File: config.mk
export PLATFORM = sky130hd
export DESIGN_NAME = scss_source_select
export DESIGN_NICKNAME = d
export VERILOG_FILES = /design/src/hdl/scss_pkg.sv /design/src/hdl/scss_tick_nco.sv /design/src/hdl/scss_source_select.sv
export VERILOG_INCLUDE_DIRS = /design/src /design/src/hdl
export SDC_FILE = /design/constraint.sdc
export NUM_CORES = 1
export LEC_CHECK = 0
export ABC_AREA = 0
export BUFFER_PORTS_ARGS = -buffer_cell sky130_fd_sc_hd__clkbuf_2
export CORE_MARGIN = 2
export CORE_UTILIZATION = 45
export CTS_BUF_LIST = sky130_fd_sc_hd__clkbuf_4 sky130_fd_sc_hd__clkbuf_8 sky130_fd_sc_hd__clkbuf_16
export DETAILED_ROUTE_END_ITERATION = 6
export PLACE_DENSITY_LB_ADDON = 0.1
export SLEW_MARGIN = 0
export SYNTH_ARGS = -nofsm -noshare
export SYNTH_HDL_FRONTEND = slang
export SYNTH_SLANG_ARGS = --single-unit
File: constraint.sdc
create_clock -name clk_sys -period 6.1 [get_ports clk_sys]
set_input_delay 0 -clock clk_sys [delete_from_list [all_inputs] [get_ports clk_sys]]
set_output_delay 0 -clock clk_sys [all_outputs]
set_load 0.01 [all_outputs]
File: src/hdl/scss_cfg.svh
// Offsets, field positions, reset values and rates of the clock selector
`ifndef SCSS_CFG_SVH
`define SCSS_CFG_SVH
`define SCSS_CLK_SYS_HZ 64'd125000000
`define SCSS_FAST_RC_HZ 64'd7370000
`define SCSS_LOW_POWER_RC_HZ 64'd32768
`define SCSS_FAST_RC_INC 32'((`SCSS_FAST_RC_HZ << 32) / `SCSS_CLK_SYS_HZ)
`define SCSS_LOW_POWER_RC_INC \
   32'((`SCSS_LOW_POWER_RC_HZ << 32) / `SCSS_CLK_SYS_HZ)
`define SCSS_TUNE_SHIFT 9
`define SCSS_DIV16_RATIO 9'h010
`define SCSS_ADDR_CLOCK_DIVISOR 8'h00
`define SCSS_ADDR_TUNE 8'h04
`define SCSS_ADDR_STATUS 8'h08
`define SCSS_POSTDIV_LSB 8
`define SCSS_POSTDIV_MSB 10
`define SCSS_TUNE_MSB 5
`define SCSS_POSTDIV_RST 3'h0
`define SCSS_TUNE_RST 6'h00
`define SCSS_ST_CHOICE_MSB 2
`define SCSS_ST_PMODE_LSB 4
`define SCSS_ST_PMODE_MSB 5
`define SCSS_ST_PLL_BIT 8
`define SCSS_ST_RSVD_BIT 9
`define SCSS_ST_ALT_BIT 10
`define SCSS_ST_RUN_BIT 11
`endif

File: src/hdl/scss_pkg.sv
// Types shared by the clock source selector
package scss_pkg;
   typedef enum logic [2:0] {
      SCSS_FAST_RC = 3'b000,
      SCSS_FAST_RC_PLL_MODE = 3'b001,
      SCSS_PRIMARY = 3'b010,
      SCSS_PRIMARY_PLL = 3'b011,
      SCSS_RESERVED_CHOICE = 3'b100,
      SCSS_LOW_POWER_RC = 3'b101,
      SCSS_FAST_RC_DIVIDE_BY_16_MODE = 3'b110,
      SCSS_FAST_RC_DIVIDE_BY_N_MODE = 3'b111
   } scss_osc_choice_t;
   typedef enum logic [1:0] {
      SCSS_EXTERNAL_CLOCK_IN_MODE = 2'b00,
      SCSS_CRYSTAL_MODE = 2'b01,
      SCSS_HIGH_SPEED_CRYSTAL_MODE = 2'b10,
      SCSS_PRIMARY_OFF = 2'b11
   } scss_pmode_t;
   typedef enum logic [0:0] {
      SCSS_ST_SAMPLE = 1'b0,
      SCSS_ST_RUN = 1'b1
   } scss_state_t;
   typedef struct packed {
      logic osc_pin_alt_function_bit;
      scss_pmode_t primary_osc_mode_field;
      scss_osc_choice_t initial_osc_choice;
   } scss_cfg_word_t;
   typedef struct packed {
      logic wr;
      logic rd;
      logic [7:0] addr;
      logic [15:0] wdata;
   } scss_bus_req_t;
endpackage : scss_pkg

File: src/hdl/scss_tick_nco.sv
// Phase accumulator that turns an increment into a tick stream
`timescale 1ns/1ns
`default_nettype none
module scss_tick_nco (
   input wire logic clk_sys,
   input wire logic rst_n,
   input wire logic [31:0] inc,
   output logic tick
);
   logic [31:0] acc_r;
   logic tick_r;
   logic [32:0] acc_nxt;

   // Carry out of the accumulator marks one oscillator period
   assign acc_nxt = {1'b0, acc_r} + {1'b0, inc};

   // Accumulate every cycle
   always_ff @(posedge clk_sys or negedge rst_n) begin
      if (!rst_n) begin
         acc_r <= 32'h0000_0000;
         tick_r <= 1'b0;
      end else begin
         acc_r <= acc_nxt[31:0];
         tick_r <= acc_nxt[32];
      end
   end

   assign tick = tick_r;
endmodule : scss_tick_nco
`default_nettype wire

File: src/hdl/scss_source_select.sv
// System clock source selection, post-divider, PLL and clock halving
//
// The register offsets and the address-and-strobe port were chosen for this implementation.
`timescale 1ns/1ns
`default_nettype none
`include "scss_cfg.svh"
module scss_source_select #(
   parameter logic [4:0] PLL_MULT = 5'd8
) (
   input wire logic clk_sys,
   input wire logic rst_n,
   input wire scss_pkg::scss_cfg_word_t cfg_word,
   input wire scss_pkg::scss_bus_req_t bus_req,
   output logic [15:0] bus_rdata,
   input wire logic osc_in_pin,
   output logic osc_out_o,
   output logic osc_out_oe_n,
   output logic xtal_drive_en,
   output logic oscillator_output_clock,
   output logic instruction_clock,
   output logic instr_tick,
   output logic peripheral_time_base,
   output logic low_power_rc_tick
);
   import scss_pkg::*;

   scss_state_t state_r;
   scss_cfg_word_t cfg_r;
   logic [2:0] postdiv_r;
   logic [5:0] tune_r;
   logic [15:0] rdata_r;
   logic fast_rc_tick;
   logic fast_rc_pll_tick;
   logic lp_tick;
   logic [31:0] fast_rc_inc;
   logic [31:0] fast_rc_pll_inc;
   logic [7:0] post_cnt_r;
   logic [7:0] post_last;
   logic divided_sel;
   logic pin_s1_r;
   logic pin_s2_r;
   logic pin_s3_r;
   logic pin_filt_r;
   logic pin_filt_d_r;
   logic pri_rise;
   logic pri_on;
   logic pri_crystal;
   logic [15:0] pri_per_cnt_r;
   logic [15:0] pri_period_r;
   logic [19:0] pll_acc_r;
   logic [19:0] pll_sum;
   logic pri_pll_tick_r;
   logic osc_tick_nxt;
   logic osc_tick_r;
   logic instr_clk_r;
   logic instr_tick_r;
   logic periph_clk_r;
   logic osc_out_r;
   logic osc_out_oe_n_r;
   logic xtal_drive_r;
   logic running;

   // Trimmed fast RC increment, one step is 1/512 of nominal
   function automatic logic [31:0] scss_tuned_inc(
      input logic [5:0] tune,
      input logic [4:0] mult
   );
      logic [31:0] step;
      logic [31:0] base;
      step = `SCSS_FAST_RC_INC >> `SCSS_TUNE_SHIFT;
      base = `SCSS_FAST_RC_INC + 32'({{26{tune[5]}}, tune} * step);
      return 32'(base * {27'h0000000, mult});
   endfunction : scss_tuned_inc

   // Last count value of a divide ratio
   function automatic logic [7:0] scss_div_last(input logic [8:0] ratio);
      logic [8:0] last;
      last = ratio - 9'h001;
      return last[7:0];
   endfunction : scss_div_last

   assign running = (state_r == SCSS_ST_RUN);

   // Catch the configuration word once, after reset release
   always_ff @(posedge clk_sys or negedge rst_n) begin
      if (!rst_n) begin
         state_r <= SCSS_ST_SAMPLE;
         cfg_r <= '0;
      end else begin
         case (state_r)
            SCSS_ST_SAMPLE: begin
               cfg_r <= cfg_word;
               state_r <= SCSS_ST_RUN;
            end
            SCSS_ST_RUN: begin
               state_r <= SCSS_ST_RUN; // held until next reset
            end
            default: begin
               state_r <= SCSS_ST_SAMPLE;
            end
         endcase
      end
   end

   // Software control registers
   always_ff @(posedge clk_sys or negedge rst_n) begin
      if (!rst_n) begin
         postdiv_r <= `SCSS_POSTDIV_RST;
         tune_r <= `SCSS_TUNE_RST;
      end else if (bus_req.wr) begin
         if (bus_req.addr == `SCSS_ADDR_CLOCK_DIVISOR) begin
            postdiv_r <= bus_req.wdata[`SCSS_POSTDIV_MSB:`SCSS_POSTDIV_LSB];
         end
         if (bus_req.addr == `SCSS_ADDR_TUNE) begin
            tune_r <= bus_req.wdata[`SCSS_TUNE_MSB:0];
         end
      end
   end

   // Read data stands in the cycle after the read strobe only
   always_ff @(posedge clk_sys or negedge rst_n) begin
      if (!rst_n) begin
         rdata_r <= 16'h0000;
      end else if (bus_req.rd) begin
         case (bus_req.addr)
            `SCSS_ADDR_CLOCK_DIVISOR: begin
               rdata_r <= 16'h0000;
               rdata_r[`SCSS_POSTDIV_MSB:`SCSS_POSTDIV_LSB] <= postdiv_r;
            end
            `SCSS_ADDR_TUNE: begin
               rdata_r <= {10'h000, tune_r};
            end
            `SCSS_ADDR_STATUS: begin
               rdata_r <= 16'h0000;
               rdata_r[`SCSS_ST_CHOICE_MSB:0] <= cfg_r.initial_osc_choice;
               rdata_r[`SCSS_ST_PMODE_MSB:`SCSS_ST_PMODE_LSB] <=
                  cfg_r.primary_osc_mode_field;
               rdata_r[`SCSS_ST_PLL_BIT] <=
                  (cfg_r.initial_osc_choice == SCSS_FAST_RC_PLL_MODE) ||
                  (cfg_r.initial_osc_choice == SCSS_PRIMARY_PLL);
               rdata_r[`SCSS_ST_RSVD_BIT] <=
                  (cfg_r.initial_osc_choice == SCSS_RESERVED_CHOICE);
               rdata_r[`SCSS_ST_ALT_BIT] <= cfg_r.osc_pin_alt_function_bit;
               rdata_r[`SCSS_ST_RUN_BIT] <= running;
            end
            default: begin
               rdata_r <= 16'h0000;
            end
         endcase
      end else begin
         rdata_r <= 16'h0000;
      end
   end

   // Internal RC oscillators as tick streams on the system clock
   assign fast_rc_inc = scss_tuned_inc(tune_r, 5'd1);
   assign fast_rc_pll_inc = scss_tuned_inc(tune_r, PLL_MULT);

   scss_tick_nco u_fast_rc_osc (
      .clk_sys(clk_sys),
      .rst_n(rst_n),
      .inc(fast_rc_inc),
      .tick(fast_rc_tick)
   );

   scss_tick_nco u_fast_rc_pll (
      .clk_sys(clk_sys),
      .rst_n(rst_n),
      .inc(fast_rc_pll_inc),
      .tick(fast_rc_pll_tick)
   );

   scss_tick_nco u_low_power_rc_osc (
      .clk_sys(clk_sys),
      .rst_n(rst_n),
      .inc(`SCSS_LOW_POWER_RC_INC),
      .tick(lp_tick)
   );

   // Post-divider for the two divided fast RC modes
   assign divided_sel = running &&
      ((cfg_r.initial_osc_choice == SCSS_FAST_RC_DIVIDE_BY_N_MODE) ||
       (cfg_r.initial_osc_choice == SCSS_FAST_RC_DIVIDE_BY_16_MODE));
   assign post_last =
      (cfg_r.initial_osc_choice == SCSS_FAST_RC_DIVIDE_BY_16_MODE) ?
      scss_div_last(`SCSS_DIV16_RATIO) :
      scss_div_last(9'h002 << postdiv_r);

   always_ff @(posedge clk_sys or negedge rst_n) begin
      if (!rst_n) begin
         post_cnt_r <= 8'h00;
      end else if (divided_sel && fast_rc_tick) begin
         if (post_cnt_r >= post_last) begin
            post_cnt_r <= 8'h00;
         end else begin
            post_cnt_r <= post_cnt_r + 8'h01;
         end
      end
   end

   // Primary pin: three flops, a change counts once stages 2 and 3 agree
   always_ff @(posedge clk_sys or negedge rst_n) begin
      if (!rst_n) begin
         pin_s1_r <= 1'b0;
         pin_s2_r <= 1'b0;
         pin_s3_r <= 1'b0;
         pin_filt_r <= 1'b0;
         pin_filt_d_r <= 1'b0;
      end else begin
         pin_s1_r <= osc_in_pin;
         pin_s2_r <= pin_s1_r;
         pin_s3_r <= pin_s2_r;
         if (pin_s2_r == pin_s3_r) begin
            pin_filt_r <= pin_s3_r;
         end
         pin_filt_d_r <= pin_filt_r;
      end
   end

   assign pri_rise = pin_filt_r && !pin_filt_d_r;
   assign pri_on = running &&
      ((cfg_r.initial_osc_choice == SCSS_PRIMARY) ||
       (cfg_r.initial_osc_choice == SCSS_PRIMARY_PLL)) &&
      (cfg_r.primary_osc_mode_field != SCSS_PRIMARY_OFF);
   assign pri_crystal = pri_on &&
      (cfg_r.primary_osc_mode_field != SCSS_EXTERNAL_CLOCK_IN_MODE);

   // Primary period measured in system clocks for the PLL
   always_ff @(posedge clk_sys or negedge rst_n) begin
      if (!rst_n) begin
         pri_per_cnt_r <= 16'h0000;
         pri_period_r <= 16'h0000;
      end else if (pri_rise) begin
         pri_period_r <= pri_per_cnt_r;
         pri_per_cnt_r <= 16'h0001;
      end else if (pri_per_cnt_r != 16'hFFFF) begin
         pri_per_cnt_r <= pri_per_cnt_r + 16'h0001;
      end
   end

   // Primary PLL: PLL_MULT ticks per measured input period
   assign pll_sum = pll_acc_r + {15'h0000, PLL_MULT};

   always_ff @(posedge clk_sys or negedge rst_n) begin
      if (!rst_n) begin
         pll_acc_r <= 20'h00000;
         pri_pll_tick_r <= 1'b0;
      end else if (pri_period_r == 16'h0000) begin
         pll_acc_r <= 20'h00000;
         pri_pll_tick_r <= 1'b0;
      end else if (pll_sum >= {4'h0, pri_period_r}) begin
         pll_acc_r <= pll_sum - {4'h0, pri_period_r};
         pri_pll_tick_r <= 1'b1;
      end else begin
         pll_acc_r <= pll_sum;
         pri_pll_tick_r <= 1'b0;
      end
   end

   // Oscillator output clock from the held selection
   always_comb begin
      osc_tick_nxt = 1'b0;
      if (running) begin
         case (cfg_r.initial_osc_choice)
            SCSS_FAST_RC: osc_tick_nxt = fast_rc_tick;
            SCSS_FAST_RC_PLL_MODE: osc_tick_nxt = fast_rc_pll_tick;
            SCSS_PRIMARY: osc_tick_nxt = pri_on && pri_rise;
            SCSS_PRIMARY_PLL: osc_tick_nxt = pri_on && pri_pll_tick_r;
            SCSS_LOW_POWER_RC: osc_tick_nxt = lp_tick;
            SCSS_FAST_RC_DIVIDE_BY_16_MODE,
            SCSS_FAST_RC_DIVIDE_BY_N_MODE: begin
               osc_tick_nxt = fast_rc_tick && (post_cnt_r >= post_last);
            end
            default: osc_tick_nxt = 1'b0; // reserved choice gives no clock
         endcase
      end
   end

   // Oscillator tick, then halving into instruction and peripheral clocks
   always_ff @(posedge clk_sys or negedge rst_n) begin
      if (!rst_n) begin
         osc_tick_r <= 1'b0;
         instr_clk_r <= 1'b0;
         instr_tick_r <= 1'b0;
         periph_clk_r <= 1'b0;
      end else begin
         osc_tick_r <= osc_tick_nxt;
         instr_tick_r <= osc_tick_r && !instr_clk_r;
         if (osc_tick_r) begin
            instr_clk_r <= !instr_clk_r;
            periph_clk_r <= !periph_clk_r;
         end
      end
   end

   // Second pin and crystal driver follow the held mode
   always_ff @(posedge clk_sys or negedge rst_n) begin
      if (!rst_n) begin
         osc_out_r <= 1'b0;
         osc_out_oe_n_r <= 1'b1;
         xtal_drive_r <= 1'b0;
      end else if (pri_crystal) begin
         osc_out_r <= !pin_filt_r;
         osc_out_oe_n_r <= 1'b0;
         xtal_drive_r <= 1'b1;
      end else if (running && !cfg_r.osc_pin_alt_function_bit) begin
         osc_out_r <= instr_clk_r;
         osc_out_oe_n_r <= 1'b0;
         xtal_drive_r <= 1'b0;
      end else begin
         osc_out_r <= 1'b0;
         osc_out_oe_n_r <= 1'b1;
         xtal_drive_r <= 1'b0;
      end
   end

   assign bus_rdata = rdata_r;
   assign osc_out_o = osc_out_r;
   assign osc_out_oe_n = osc_out_oe_n_r;
   assign xtal_drive_en = xtal_drive_r;
   assign oscillator_output_clock = osc_tick_r;
   assign instruction_clock = instr_clk_r;
   assign instr_tick = instr_tick_r;
   assign peripheral_time_base = periph_clk_r;
   assign low_power_rc_tick = lp_tick;

   a_cfg_held_run: assert property (@(posedge clk_sys) disable iff (!rst_n)
      running |=> $stable(cfg_r) && running)
      else $error("configuration changed after sampling");

   a_sample_first_edge: assert property (@(posedge clk_sys)
      disable iff (!rst_n)
      !running |=> running && (cfg_r == $past(cfg_word)))
      else $error("configuration not sampled at first edge");

   a_half_rate: assert property (@(posedge clk_sys) disable iff (!rst_n)
      $changed(instr_clk_r) |-> $past(osc_tick_r) &&
      (periph_clk_r == instr_clk_r))
      else $error("instruction clock not half the oscillator clock");

   a_divn_ratio: assert property (@(posedge clk_sys) disable iff (!rst_n)
      (osc_tick_nxt && cfg_r.initial_osc_choice ==
       SCSS_FAST_RC_DIVIDE_BY_N_MODE) |->
      post_cnt_r >= scss_div_last(9'h002 << postdiv_r))
      else $error("divide-by-N tick at wrong count");

   a_div16_ratio: assert property (@(posedge clk_sys) disable iff (!rst_n)
      (osc_tick_nxt && cfg_r.initial_osc_choice ==
       SCSS_FAST_RC_DIVIDE_BY_16_MODE) |-> post_cnt_r == 8'h0F)
      else $error("divide-by-16 tick at wrong count");

   a_internal_source: assert property (@(posedge clk_sys)
      disable iff (!rst_n)
      (running && cfg_r.initial_osc_choice == SCSS_LOW_POWER_RC) |->
      (osc_tick_nxt == lp_tick) && !xtal_drive_en)
      else $error("low-power source not routed");

   a_fast_rc_plain: assert property (@(posedge clk_sys) disable iff (!rst_n)
      (running && cfg_r.initial_osc_choice == SCSS_FAST_RC) |->
      osc_tick_nxt == fast_rc_tick)
      else $error("fast RC source not routed");

   a_ext_no_drive: assert property (@(posedge clk_sys) disable iff (!rst_n)
      (pri_on && cfg_r.primary_osc_mode_field ==
       SCSS_EXTERNAL_CLOCK_IN_MODE) |=> !xtal_drive_en)
      else $error("crystal driver on in external clock mode");

   a_alt_pin_free: assert property (@(posedge clk_sys) disable iff (!rst_n)
      (running && !pri_crystal && cfg_r.osc_pin_alt_function_bit) |=>
      osc_out_oe_n)
      else $error("second pin driven with alternate function set");
endmodule : scss_source_select
`default_nettype wire

# Word-level counts from Yosys, hierarchy flattened
# Cells that the tools add are included.
# Widths: inputs -> output; s select.
[totals]
out_inout_bits = 24
latch_bits = 0
mem_bits_rw = 0
reg_bits = 204
memories = 0
word_cells = 99
input_bits = 35
mem_bits_ro = 0
[classes]
multipliers = 1
n_lt_le_gt_ge = 2
shifts = 1
n_eq_ne = 12
bitwise = 0
n_reduce_logical = 27
addsub = 9
mux = 17
div_mod_pow = 0
[op_table]
columns = ["operator", "count"]
rows = [
  ["$add 32x32->33", 2],
  ["$mux 16", 3],
  ["$mux 20", 2],
  ["$pmux 12 s3", 1],
  ["$add 32x21->33 const B", 1],
  ["$add 28x32->32 const A", 1],
  ["$mul 32x9->22 const B", 1],
  ["$add 20x4->20 const B", 1],
  ["$ge 20x16->1", 1],
  ["$sub 20x16->20", 1],
  ["$add 16x1->16 const B", 1],
  ["$logic_not 16->1", 1],
  ["$mux 8", 2],
  ["$ne 16x16->1 const B", 1],
  ["$eq 3x3->1 const B", 4],
  ["$logic_and 1x1->1", 11],
  ["$add 8x1->8 const B", 1],
  ["$eq 8x3->1 const B", 1],
  ["$eq 8x4->1 const B", 1],
  ["$ge 8x8->1", 1],
  ["$logic_not 8->1", 1],
  ["$mux 1", 8],
  ["$shl 2x3->8 const A", 1],
  ["$sub 8x1->8 const B", 1],
  ["other kinds (11)", 20],
]

# Longest topological paths before layout
# Gate-level depths: netlist of run 1.
[depth]
ltp_word = 7
ltp_mapped = 25

# By module
# Synthesis of run 1 repeated with hierarchy kept, for this count alone.
[hier_totals]
cells_unflattened = 1683
hier_area_um2 = 15519.9
[modules_own_cells]
columns = ["mod", "n_inst", "area_per_inst_um2", "cells_each", "seq_area_each_um2"]
rows = [
  ["scss_source_select", 1, 7403.4, 800, 2478.6],
  ["scss_tick_nco (u_fast_rc_osc ...)", 2, 2807.7, 304, 825.8],
  ["scss_tick_nco (u_low_power_rc_osc)", 1, 2501.1, 275, 825.8],
]

# Least setup slack after synthesis of run 1
# Ideal clock, no wire load.
[synth_path]
path_type = "reg-to-reg"
from = "register tune_r[1]"
to = "register u_fast_rc_osc.acc_r[31]"
n_path_buf = 0
t_arrival_ps = 5391
setup_ps = 127
slack_ps = 582
required_ps = 5973
synth_period_minus_slack_ps = 5518
stages_incl_launch_ff = 23
path_cell_list = "dfrtp_1 > inv_1 > fa_1 > inv_1 > fa_1 > fa_1 > ha_1 > ha_1 > o21ai_0 > a21oi_1 > a2111oi_2 > o31ai_1 > a21oi_2 > xor2_2 > and3_1 > o311ai_1 > nor4_2 > ha_1 > a21o_1 > a21o_1 > a21oi_1 > o21ai_1 > xor2_1"
[synth_via]
elab_chain_cells = 3
[synth_rtl]
columns = ["element", "line_no", "source"]
rows = [
  ["start, declared", "scss_source_select.sv:30", "logic [5:0] tune_r;"],
  ["start signal, assigned", "scss_source_select.sv:109", "tune_r <= `SCSS_TUNE_RST;"],
  ["start signal, assigned", "scss_source_select.sv:115", "tune_r <= bus_req.wdata[`SCSS_TUNE_MSB:0];"],
  ["$mul 32x9->22", "-", ""],
  ["$add 28x32->32 (no line)", "-", ""],
  ["$add 32x32->33", "scss_tick_nco.sv:15", "assign acc_nxt = {1'b0, acc_r} + {1'b0, inc};"],
  ["named net u_fast_rc_osc.acc_nxt[31]", "scss_tick_nco.sv:12", "logic [32:0] acc_nxt;"],
  ["end signal, assigned", "scss_tick_nco.sv:23", "acc_r <= acc_nxt[31:0];"],
  ["end, declared", "scss_tick_nco.sv:10", "logic [31:0] acc_r;"],
]
# The timed path passes the listed nets, and every way through them passes these cells.
# A chain may end at the register's enable or synchronous reset.

# Final worst setup path of run 1
[layout_path]
from = "register tune_r[2]"
to = "register u_fast_rc_osc.acc_r[31]"
# The elaborated chain is that of the path after synthesis.

==> summary.md, run 1 <==
| Metric | Value |
|---|---|
| Final net count | `1506` |
| Mapped Cells | `roughly 1300` |
| Inserted Clock Buffers | `17` |
| Avg Vias per Cell | `~5.3` |
| # Post-CTS Setup Buffers | `0` |
| PwrDens | `422 mW/mm2` |
| Mux contribution to synthesized area | `0.0290` |
| Setup TNS | `0 ps` |
| Flop2flop setup slack | `350 ps` |
| Post-synthesis compound-gate area fraction | `0.146` |
| Worst-path fanout max | `6` |
| First-pass GRT wire length | `42000 um` |
| CORE AREA | `0.0270 mm2` |
| Max Cap Violations | `0` |
| Max VDD drop | `0.192 mV` |
| Post-synthesis adder-cell area fraction | `0.139` |
| DRC | `0` |
| Final worst-path cycle share | `0.943` |
| CP required | `about 6400 ps` |
| Initial antenna violation count | `0` |
| Pre-CTS setup slack | `223 ps` |
| Largest net degree at the start of global routing | `76` |
| Sequential area share after synthesis | `0.393` |
| Yosys cell types | `82` |
| Vias in the first global route | `8543` |
| Critical Path End Type | `register` |
| Fmax | `174 MHz` |
| Gr usage total | `0.180` |
| Slew headroom | `0.362` |
| Synth Register Bits | `195` |
| Maximum clock insertion buffer count | `2` |
| I/O Buffers | `45` |
| Rows | `60` |
| RR Endpoint | `u_fast_rc_osc.acc_r[31]$_DFF_PN0_` |
| Hold slack | `55.2 ps` |
| Outcome | `completed` |
| Die ar. | `0.0289 mm2` |
| Mapped Avg Cell Area | `between 9 and 10 um2` |
| Min Tclk post-route | `5750 ps` |
| Starting density of the core | `0.459` |
| Final ANT Viol Nets | `0` |
| Origin of the worst setup path | `tune_r[2]$_DFFE_PN0P_` |
| Slew Limit Fails | `0` |
| Hpwl dp | `18200 um` |
| Worst Reg-to-Reg Cells | `22` |
| Antenna Cells | `0` |
| RSZ-0062 raised after global routing | `false` |
| Largest cells by area after synthesis | `dfrtp_1, ha_1, xnor2_1` |
| Post-Syn Area | `0.0124 mm2` |
| Top_reg_cell synth | `dfrtp_1` |
| GRT overflow | `0` |
| CTS H-tree lvls | `4` |
| Hold Path Class | `input pin to async pin` |
| Worst-path clk slew | `about 90 ps` |
| CTS tree | `done` |
| Post-synth top area cell | `dfrtp_1` |
| CP Class | `register to register` |
| Synth Area in Simple Gates | `0.147` |
| P_leak | `6.60 nW` |
| Synth warnings | `0` |
| Worst skew pair latency | `450 ps` |
| Via Count | `9004` |
| Final Hold Fails | `0` |
| DP Cell Count | `about 1600` |
| Yosys top cell area share | `0.391` |
| Final Non-Filler Cells | `~1700` |
| Critical Path AT | `6090 ps` |
| WL final | `24800 um` |
| Layout cell share with drive strength beyond 1 | `0.109` |
| WL/cell | `14.6 um` |
| Startpoint types | `register` |
| Die W | `170 um` |
| Largest family of logic cells by synthesized area | `simple AND/OR/NAND/NOR gates` |
| Clk_skew | `14.1 ps` |
| DR pass1 iterations | `5` |
| CTS root buf | `clkbuf_16` |
| Drt initial violations | `roughly 480` |
| Slew @ Worst Pin | `958 ps` |
| Async SR Flop Fraction | `1.00` |
| Origin of the critical flop-to-flop path | `tune_r[2]$_DFFE_PN0P_` |
| Die height | `170 um` |
| GPL Wtd Cong | `0.804` |
| Number of synthesized flops with an enable pin | `0` |
| Total power | `~5.9 mW` |
| # IOs | `59` |
| Xor and xnor area share after synthesis | `0.107` |
| Syn-to-layout area delta | `12.7%` |
| Setup Viol. Count Final | `0` |
| Setup WS post-layout | `351 ps` |
| Clock sink count | `195` |
==> sequential cells by signal, indices dropped and copies added (netlist names), 3 cells and up <==
| register | count |
|---|---|
| post_cnt_r | 8 |
| postdiv_r | 3 |
| bus_rdata | 10 |
| u_low_power_rc_osc.acc_r | 32 |
| u_fast_rc_osc.acc_r | 32 |
| cfg_r | 6 |
| pri_per_cnt_r | 16 |
| pri_period_r | 16 |
| tune_r | 6 |
| u_fast_rc_pll.acc_r | 29 |
| pll_acc_r | 20 |
==> cell usage in the layout (no fill, tap or decap), types with 12 or more instances in the layout <==
cell type,n
clkbuf_16,17
a21o_1,36
xor2_1,49
mux2_2,16
ha_1,117
nor2b_1,14
nand2_1,82
dlygate4sd3_1,23
a21oi_1,74
xnor2_1,98
fa_1,12
clkbuf_2,44
and3_1,13
nand4_1,15
inv_1,82
nor2_1,101
nand3_1,41
mux2i_1,18
o21ai_0,63
dfrtp_1,192
nand2b_1,22
nor3_1,22
==> per-layer routing <==
layer / wire, um / part of all wire / vias up / track usage
met4: 188 / 0.0076 / 0 / 0.0379
met3: 689 / 0.028 / 15 / 0.0326
li1: - / - / 4574 / -
met5: 0 / 0 / - / 0
met2: 11000 / 0.44 / 106 / 0.277
met1: 13000 / 0.52 / 4309 / 0.265
==> final cells by class <==
class	instances	area [um2]
fill	2513	13100
clock buffer	17	425
multi-input combinational	966	7140
inverter	82	308
clock inverter	15	249
sequential	195	4880
timing repair buffer	79	547
tap	341	427
==> critical path, stage by stage (launching register included) <==
cell	delay, ps
dfrtp_2	420
inv_1	100
fa_1	510
inv_1	50
fa_1	530
fa_1	430
ha_1	310
ha_1	260
nor3_1	140
o21ai_1	160
a2111oi_4	420
nor2_1	130
xnor2_2	190
nand3_1	170
and3_1	250
and3_1	200
nor4_4	370
ha_4	280
a21o_1	190
a21o_1	170
a21oi_1	130
o21ai_1	90
xor2_1	150
==> logic make-up after synthesis <==
| kind of cell | count (synthesis) |
|---|---|
| AOI/OAI and AO/OA | 277 |
| xor gates and xnor gates | 150 |
| adders and majority gates | 131 |
| buffers and inverters | 110 |
| DFF | 195 |
| muxes | 34 |
| other | 2 |
| and+or+nand+nor | 367 |
==> power breakdown <==
part	switching, mW	internal [mW]
registers	0.171	1.59
logic	1.59	1.29
clock network	0.605	0.653
total	2.36	3.53
==> Yosys cell counts (all sizes together), types with 9 or more instances <==
master,count
nand2b,22
nor2,104
ha,118
a21oi,77
nand3,41
mux2i,18
o31ai,13
nand4,16
or2,11
clkbuf,17
xnor2,100
nor2b,15
buf,11
a211oi,9
o21a,9
a21o,36
fa,12
mux2,16
xor2,50
inv,82
dfrtp,194
and3,13
o21ai,70
nor3,24
nand2,82
==> metrics by stage <==
step | instance area (um2) | util
floorplan | 12400 | -
global placement | 13000 | 0.481
detailed placement | 13000 | 0.481
CTS | 13900 | 0.515
global route | 14000 | 0.517
finish | 14000 | 0.517
==> repair_timing <==
item	CTS	global route
setup endpoints to repair	0	6
hold buffers	23	0
resized for setup	0	10
hold endpoints to repair	71	0
==> worst max-delay path by stage <==
stage,endpoint,cells after the start
2_1_floorplan,u_fast_rc_osc.acc_r[31]$_DFF_PN0_,22
4_1_cts,u_fast_rc_osc.acc_r[31]$_DFF_PN0_,22
5_1_grt,u_fast_rc_osc.tick$_DFF_PN0_,23
3_3_place_gp,u_fast_rc_osc.acc_r[31]$_DFF_PN0_,22
3_5_place_dp,u_fast_rc_osc.acc_r[31]$_DFF_PN0_,22
6_report,u_fast_rc_osc.acc_r[31]$_DFF_PN0_,22
Power figures use the tool's default switching activity.
==> inputs of run 2 (changes only) <==
--- a/config.mk
+++ b/config.mk
@@ -8,11 +8,13 @@
 export LEC_CHECK = 0
 export ABC_AREA = 0
 export BUFFER_PORTS_ARGS = -buffer_cell sky130_fd_sc_hd__clkbuf_2
+export CORE_ASPECT_RATIO = 1.1
 export CORE_MARGIN = 2
 export CORE_UTILIZATION = 45
 export CTS_BUF_LIST = sky130_fd_sc_hd__clkbuf_4 sky130_fd_sc_hd__clkbuf_8 sky130_fd_sc_hd__clkbuf_16
 export DETAILED_ROUTE_END_ITERATION = 6
-export PLACE_DENSITY_LB_ADDON = 0.1
+export PLACE_DENSITY = 0.67
+export REMOVE_ABC_BUFFERS = 1
 export SLEW_MARGIN = 0
 export SYNTH_ARGS = -nofsm -noshare
 export SYNTH_HDL_FRONTEND = slang
==> run 2 against run 1 <==
Against the previous run: design area about the same; clock-buffer cell count is 4 higher; critical endpoint is now u_fast_rc_pll.acc_r[31]$_DFF_PN0_; core utilization barely moved; global-route usage decreased by 0.15 points; maximum frequency down 1.1%; flip-flop and latch count unchanged; via count increased by 0.63%; worst setup slack lost 63 ps.
==> summary.md, run 2 (synthesized netlist as in run 1, its figures left out) <==
| Metric | Value |
|---|---|
| Initial antenna violation count | `0 (unchanged)` |
| Die ar. | `0.0289 mm2 (about the same)` |
| Max Cap Violations | `0 (unchanged)` |
| Worst-path fanout max | `6 (unchanged)` |
| Most common cell on crit path | `ha_1` |
| Syn-to-layout area delta | `12.7% (about the same)` |
| Slew Limit Fails | `0 (unchanged)` |
| Worst path cell trace | `buf_4, fa_2, xor2_2, ha_1, fa_1, ha_1, ha_1, nor3_1, o21ai_1, a2111oi_4, nor2_1, xnor2_2, nand3_2, and3_1, and3_1, nor4_4, ha_1, nand2b_1, o21ai_0, a211oi_1, o311ai_1` |
| Vias in the first global route | `9074 (+6.2%)` |
| Drt initial violations | `520 (+9.5%)` |
| Critical Path AT | `6100 ps (about the same)` |
| Final Hold Fails | `0 (unchanged)` |
| Fill cells | `2375 (-5.5%)` |
| WL final | `24400 um (-1.6%)` |
| Antenna Cells | `0 (unchanged)` |
| Max VDD drop | `0.202 mV (+5.2%)` |
| Fmax | `172 MHz (-1.1%)` |
| CORE AREA | `0.0270 mm2 (about the same)` |
| CP required | `6380 ps (-60 ps)` |
| Min Tclk post-route | `5810 ps (+62.8 ps)` |
| Slowest cell on the critical path | `fa_2` |
| CP Class | `register to register` |
| Clk_skew | `12.7 ps (-1.35 ps)` |
| CTS tree | `done` |
| Die height | `178 um (+4.8%)` |
| Sequential cell area | `0.00488 mm2 (about the same)` |
| Top flop regs | `u_fast_rc_osc.acc_r x32, u_low_power_rc_osc.acc_r x32, u_fast_rc_pll.acc_r x29` |
| Inserted Clock Buffers | `17 (unchanged)` |
| Slew @ Worst Pin | `997 ps (+39.3 ps)` |
| Maximum clock insertion buffer count | `2 (unchanged)` |
| Avg Vias per Cell | `5.27 (-0.71%)` |
| Commonest non-fill, non-tap cells in the layout | `dfrtp_1, ha_1, nor2_1` |
| CTS root buf | `clkbuf_16` |
| Hold slack | `84.1 ps (+28.9 ps)` |
| WL/cell | `14.2 um (-2.9%)` |
| GRT overflow | `0 (unchanged)` |
| Worst skew pair latency | `440 ps (about the same)` |
| Hold Path Class | `input pin to register` |
| P_leak | `6.60 nW (about the same)` |
| DR pass1 iterations | `4 (-1)` |
| Layout cell share with drive strength beyond 1 | `0.116 (+0.00752)` |
| Total power | `5.77 mW (-2.2%)` |
| # IOs | `59 (unchanged)` |
| GPL Wtd Cong | `0.818 (+1.7%)` |
| First-pass GRT wire length | `42200 um (+0.38%)` |
| Final net count | `1513 (+0.46%)` |
| Hpwl dp | `17900 um (-1.8%)` |
| CTS H-tree lvls | `4 (unchanged)` |
| Slew headroom | `0.335 (-0.0262)` |
| Largest net degree at the start of global routing | `125 (+64%)` |
| I/O Buffers | `45 (unchanged)` |
| Worst-path clk slew | `70 ps (-20 ps)` |
| Rows | `63 (+5.0%)` |
| Leading cell type in the layout, fill and taps excluded | `dfrtp_1` |
| DRC | `0 (unchanged)` |
| Starting density of the core | `0.459 (about the same)` |
| Die W | `162 um (-4.5%)` |
| Setup Viol. Count Final | `0 (unchanged)` |
| Final worst-path cycle share | `0.953 (+0.0103)` |
| PwrDens | `413 mW/mm2 (-2.2%)` |
| CP peak stage delay | `580 ps (+50 ps)` |
| Startpoint types | `register` |
| Outcome | `completed` |
| Gr usage total | `0.178 (-0.00148)` |
| Via Count | `9061 (+0.63%)` |
| Clock sink count | `195 (unchanged)` |
| Critical Path End Type | `register` |
| Final ANT Viol Nets | `0 (unchanged)` |
| Area of the multi-input gates | `0.00718 mm2 (+0.63%)` |
[run 2: cell count changes in the layout (fill, tap and decap cells not counted), moves of 2 or more]
cell	change
buf_4	+5
clkbuf_4	+4
clkinv_2	+4
clkinv_8	-5
dlygate4sd3_1	+2
inv_12	-4
inv_6	+4
inv_8	-3
[run 2: per-stage QoR]
stage	area [um2]	setup slack [ps]	utilization	cells	setup TNS [ps]
after floorplan	12300	581	-	1243	0
after global placement	13000	180	0.482	1655	0
after detailed placement	13000	79.7	0.482	1655	0
after CTS	13800	38.4	0.512	1712	0
after global routing	14000	-21.8	0.517	1718	-21.8
final	14000	288	0.517	1718	0
[run 2: worst max-delay path, delay by kind of cell, from the launching register on]
| family | cells | cell delay [ps] |
|---|---|---|
| buffers and inverters | 1 | 170 |
| adders and majority gates | 6 | 2200 |
| DFF | 1 | 410 |
| AOI/OAI and AO/OA | 5 | 1080 |
| and+or+nand+nor | 7 | 1370 |
| xor gates and xnor gates | 2 | 410 |
[run 2: final timing paths]
| kind | start | endpoint | slack (ps) | depth (start not counted) |
|---|---|---|---|---|
| min in group asynchronous | rst_n | pll_acc_r[3]$_DFF_PN0_ | 260 | 2 |
| max in group asynchronous | rst_n | tune_r[1]$_DFFE_PN0P_ | 4260 | 3 |
| worst min register to register | pin_s1_r$_DFF_PN0_ | pin_s2_r$_DFF_PN0_ | 380 | 0 |
| worst min-delay path | bus_req[16] | bus_rdata[0]$_DFF_PN0_ | 80 | 4 |
| worst max-delay path | tune_r[2]$_DFFE_PN0P_ | u_fast_rc_pll.acc_r[31]$_DFF_PN0_ | 290 | 21 |
| worst max register to register | tune_r[2]$_DFFE_PN0P_ | u_fast_rc_pll.acc_r[31]$_DFF_PN0_ | 290 | 21 |
[run 2: cell type report]
type | count | area share
multi-input cells | 966 | 0.514
flip-flops and latches | 195 | 0.349
repair buffers | 86 | 0.0432
clock buffers | 21 | 0.0326
well taps | 357 | 0.0320
inverters | 82 | 0.0220
clock inverters | 11 | 0.00725
[run 2: report_power, final]
group / total (mW) / switching [mW] / internal (mW)
Sequential: 1.77 / 0.178 / 1.59
Clock: 1.08 / 0.496 / 0.584
Combinational: 2.92 / 1.61 / 1.31
Total: 5.77 / 2.29 / 3.48
[run 2: per-layer routing]
layer  vias up  wire, um  global-route usage
met5         -         0                   0
met4         0       342              0.0531
met3        23       591              0.0300
met2        88     11700               0.303
met1      4371     11700               0.235
li1       4579         -                   -
[run 2: repair_timing]
item	4_1_cts	5_1_grt
hold buffers	25	0
buffers inserted	0	6
gates resized for setup	0	20
hold endpoints to repair	147	0
setup endpoints to repair	0	10
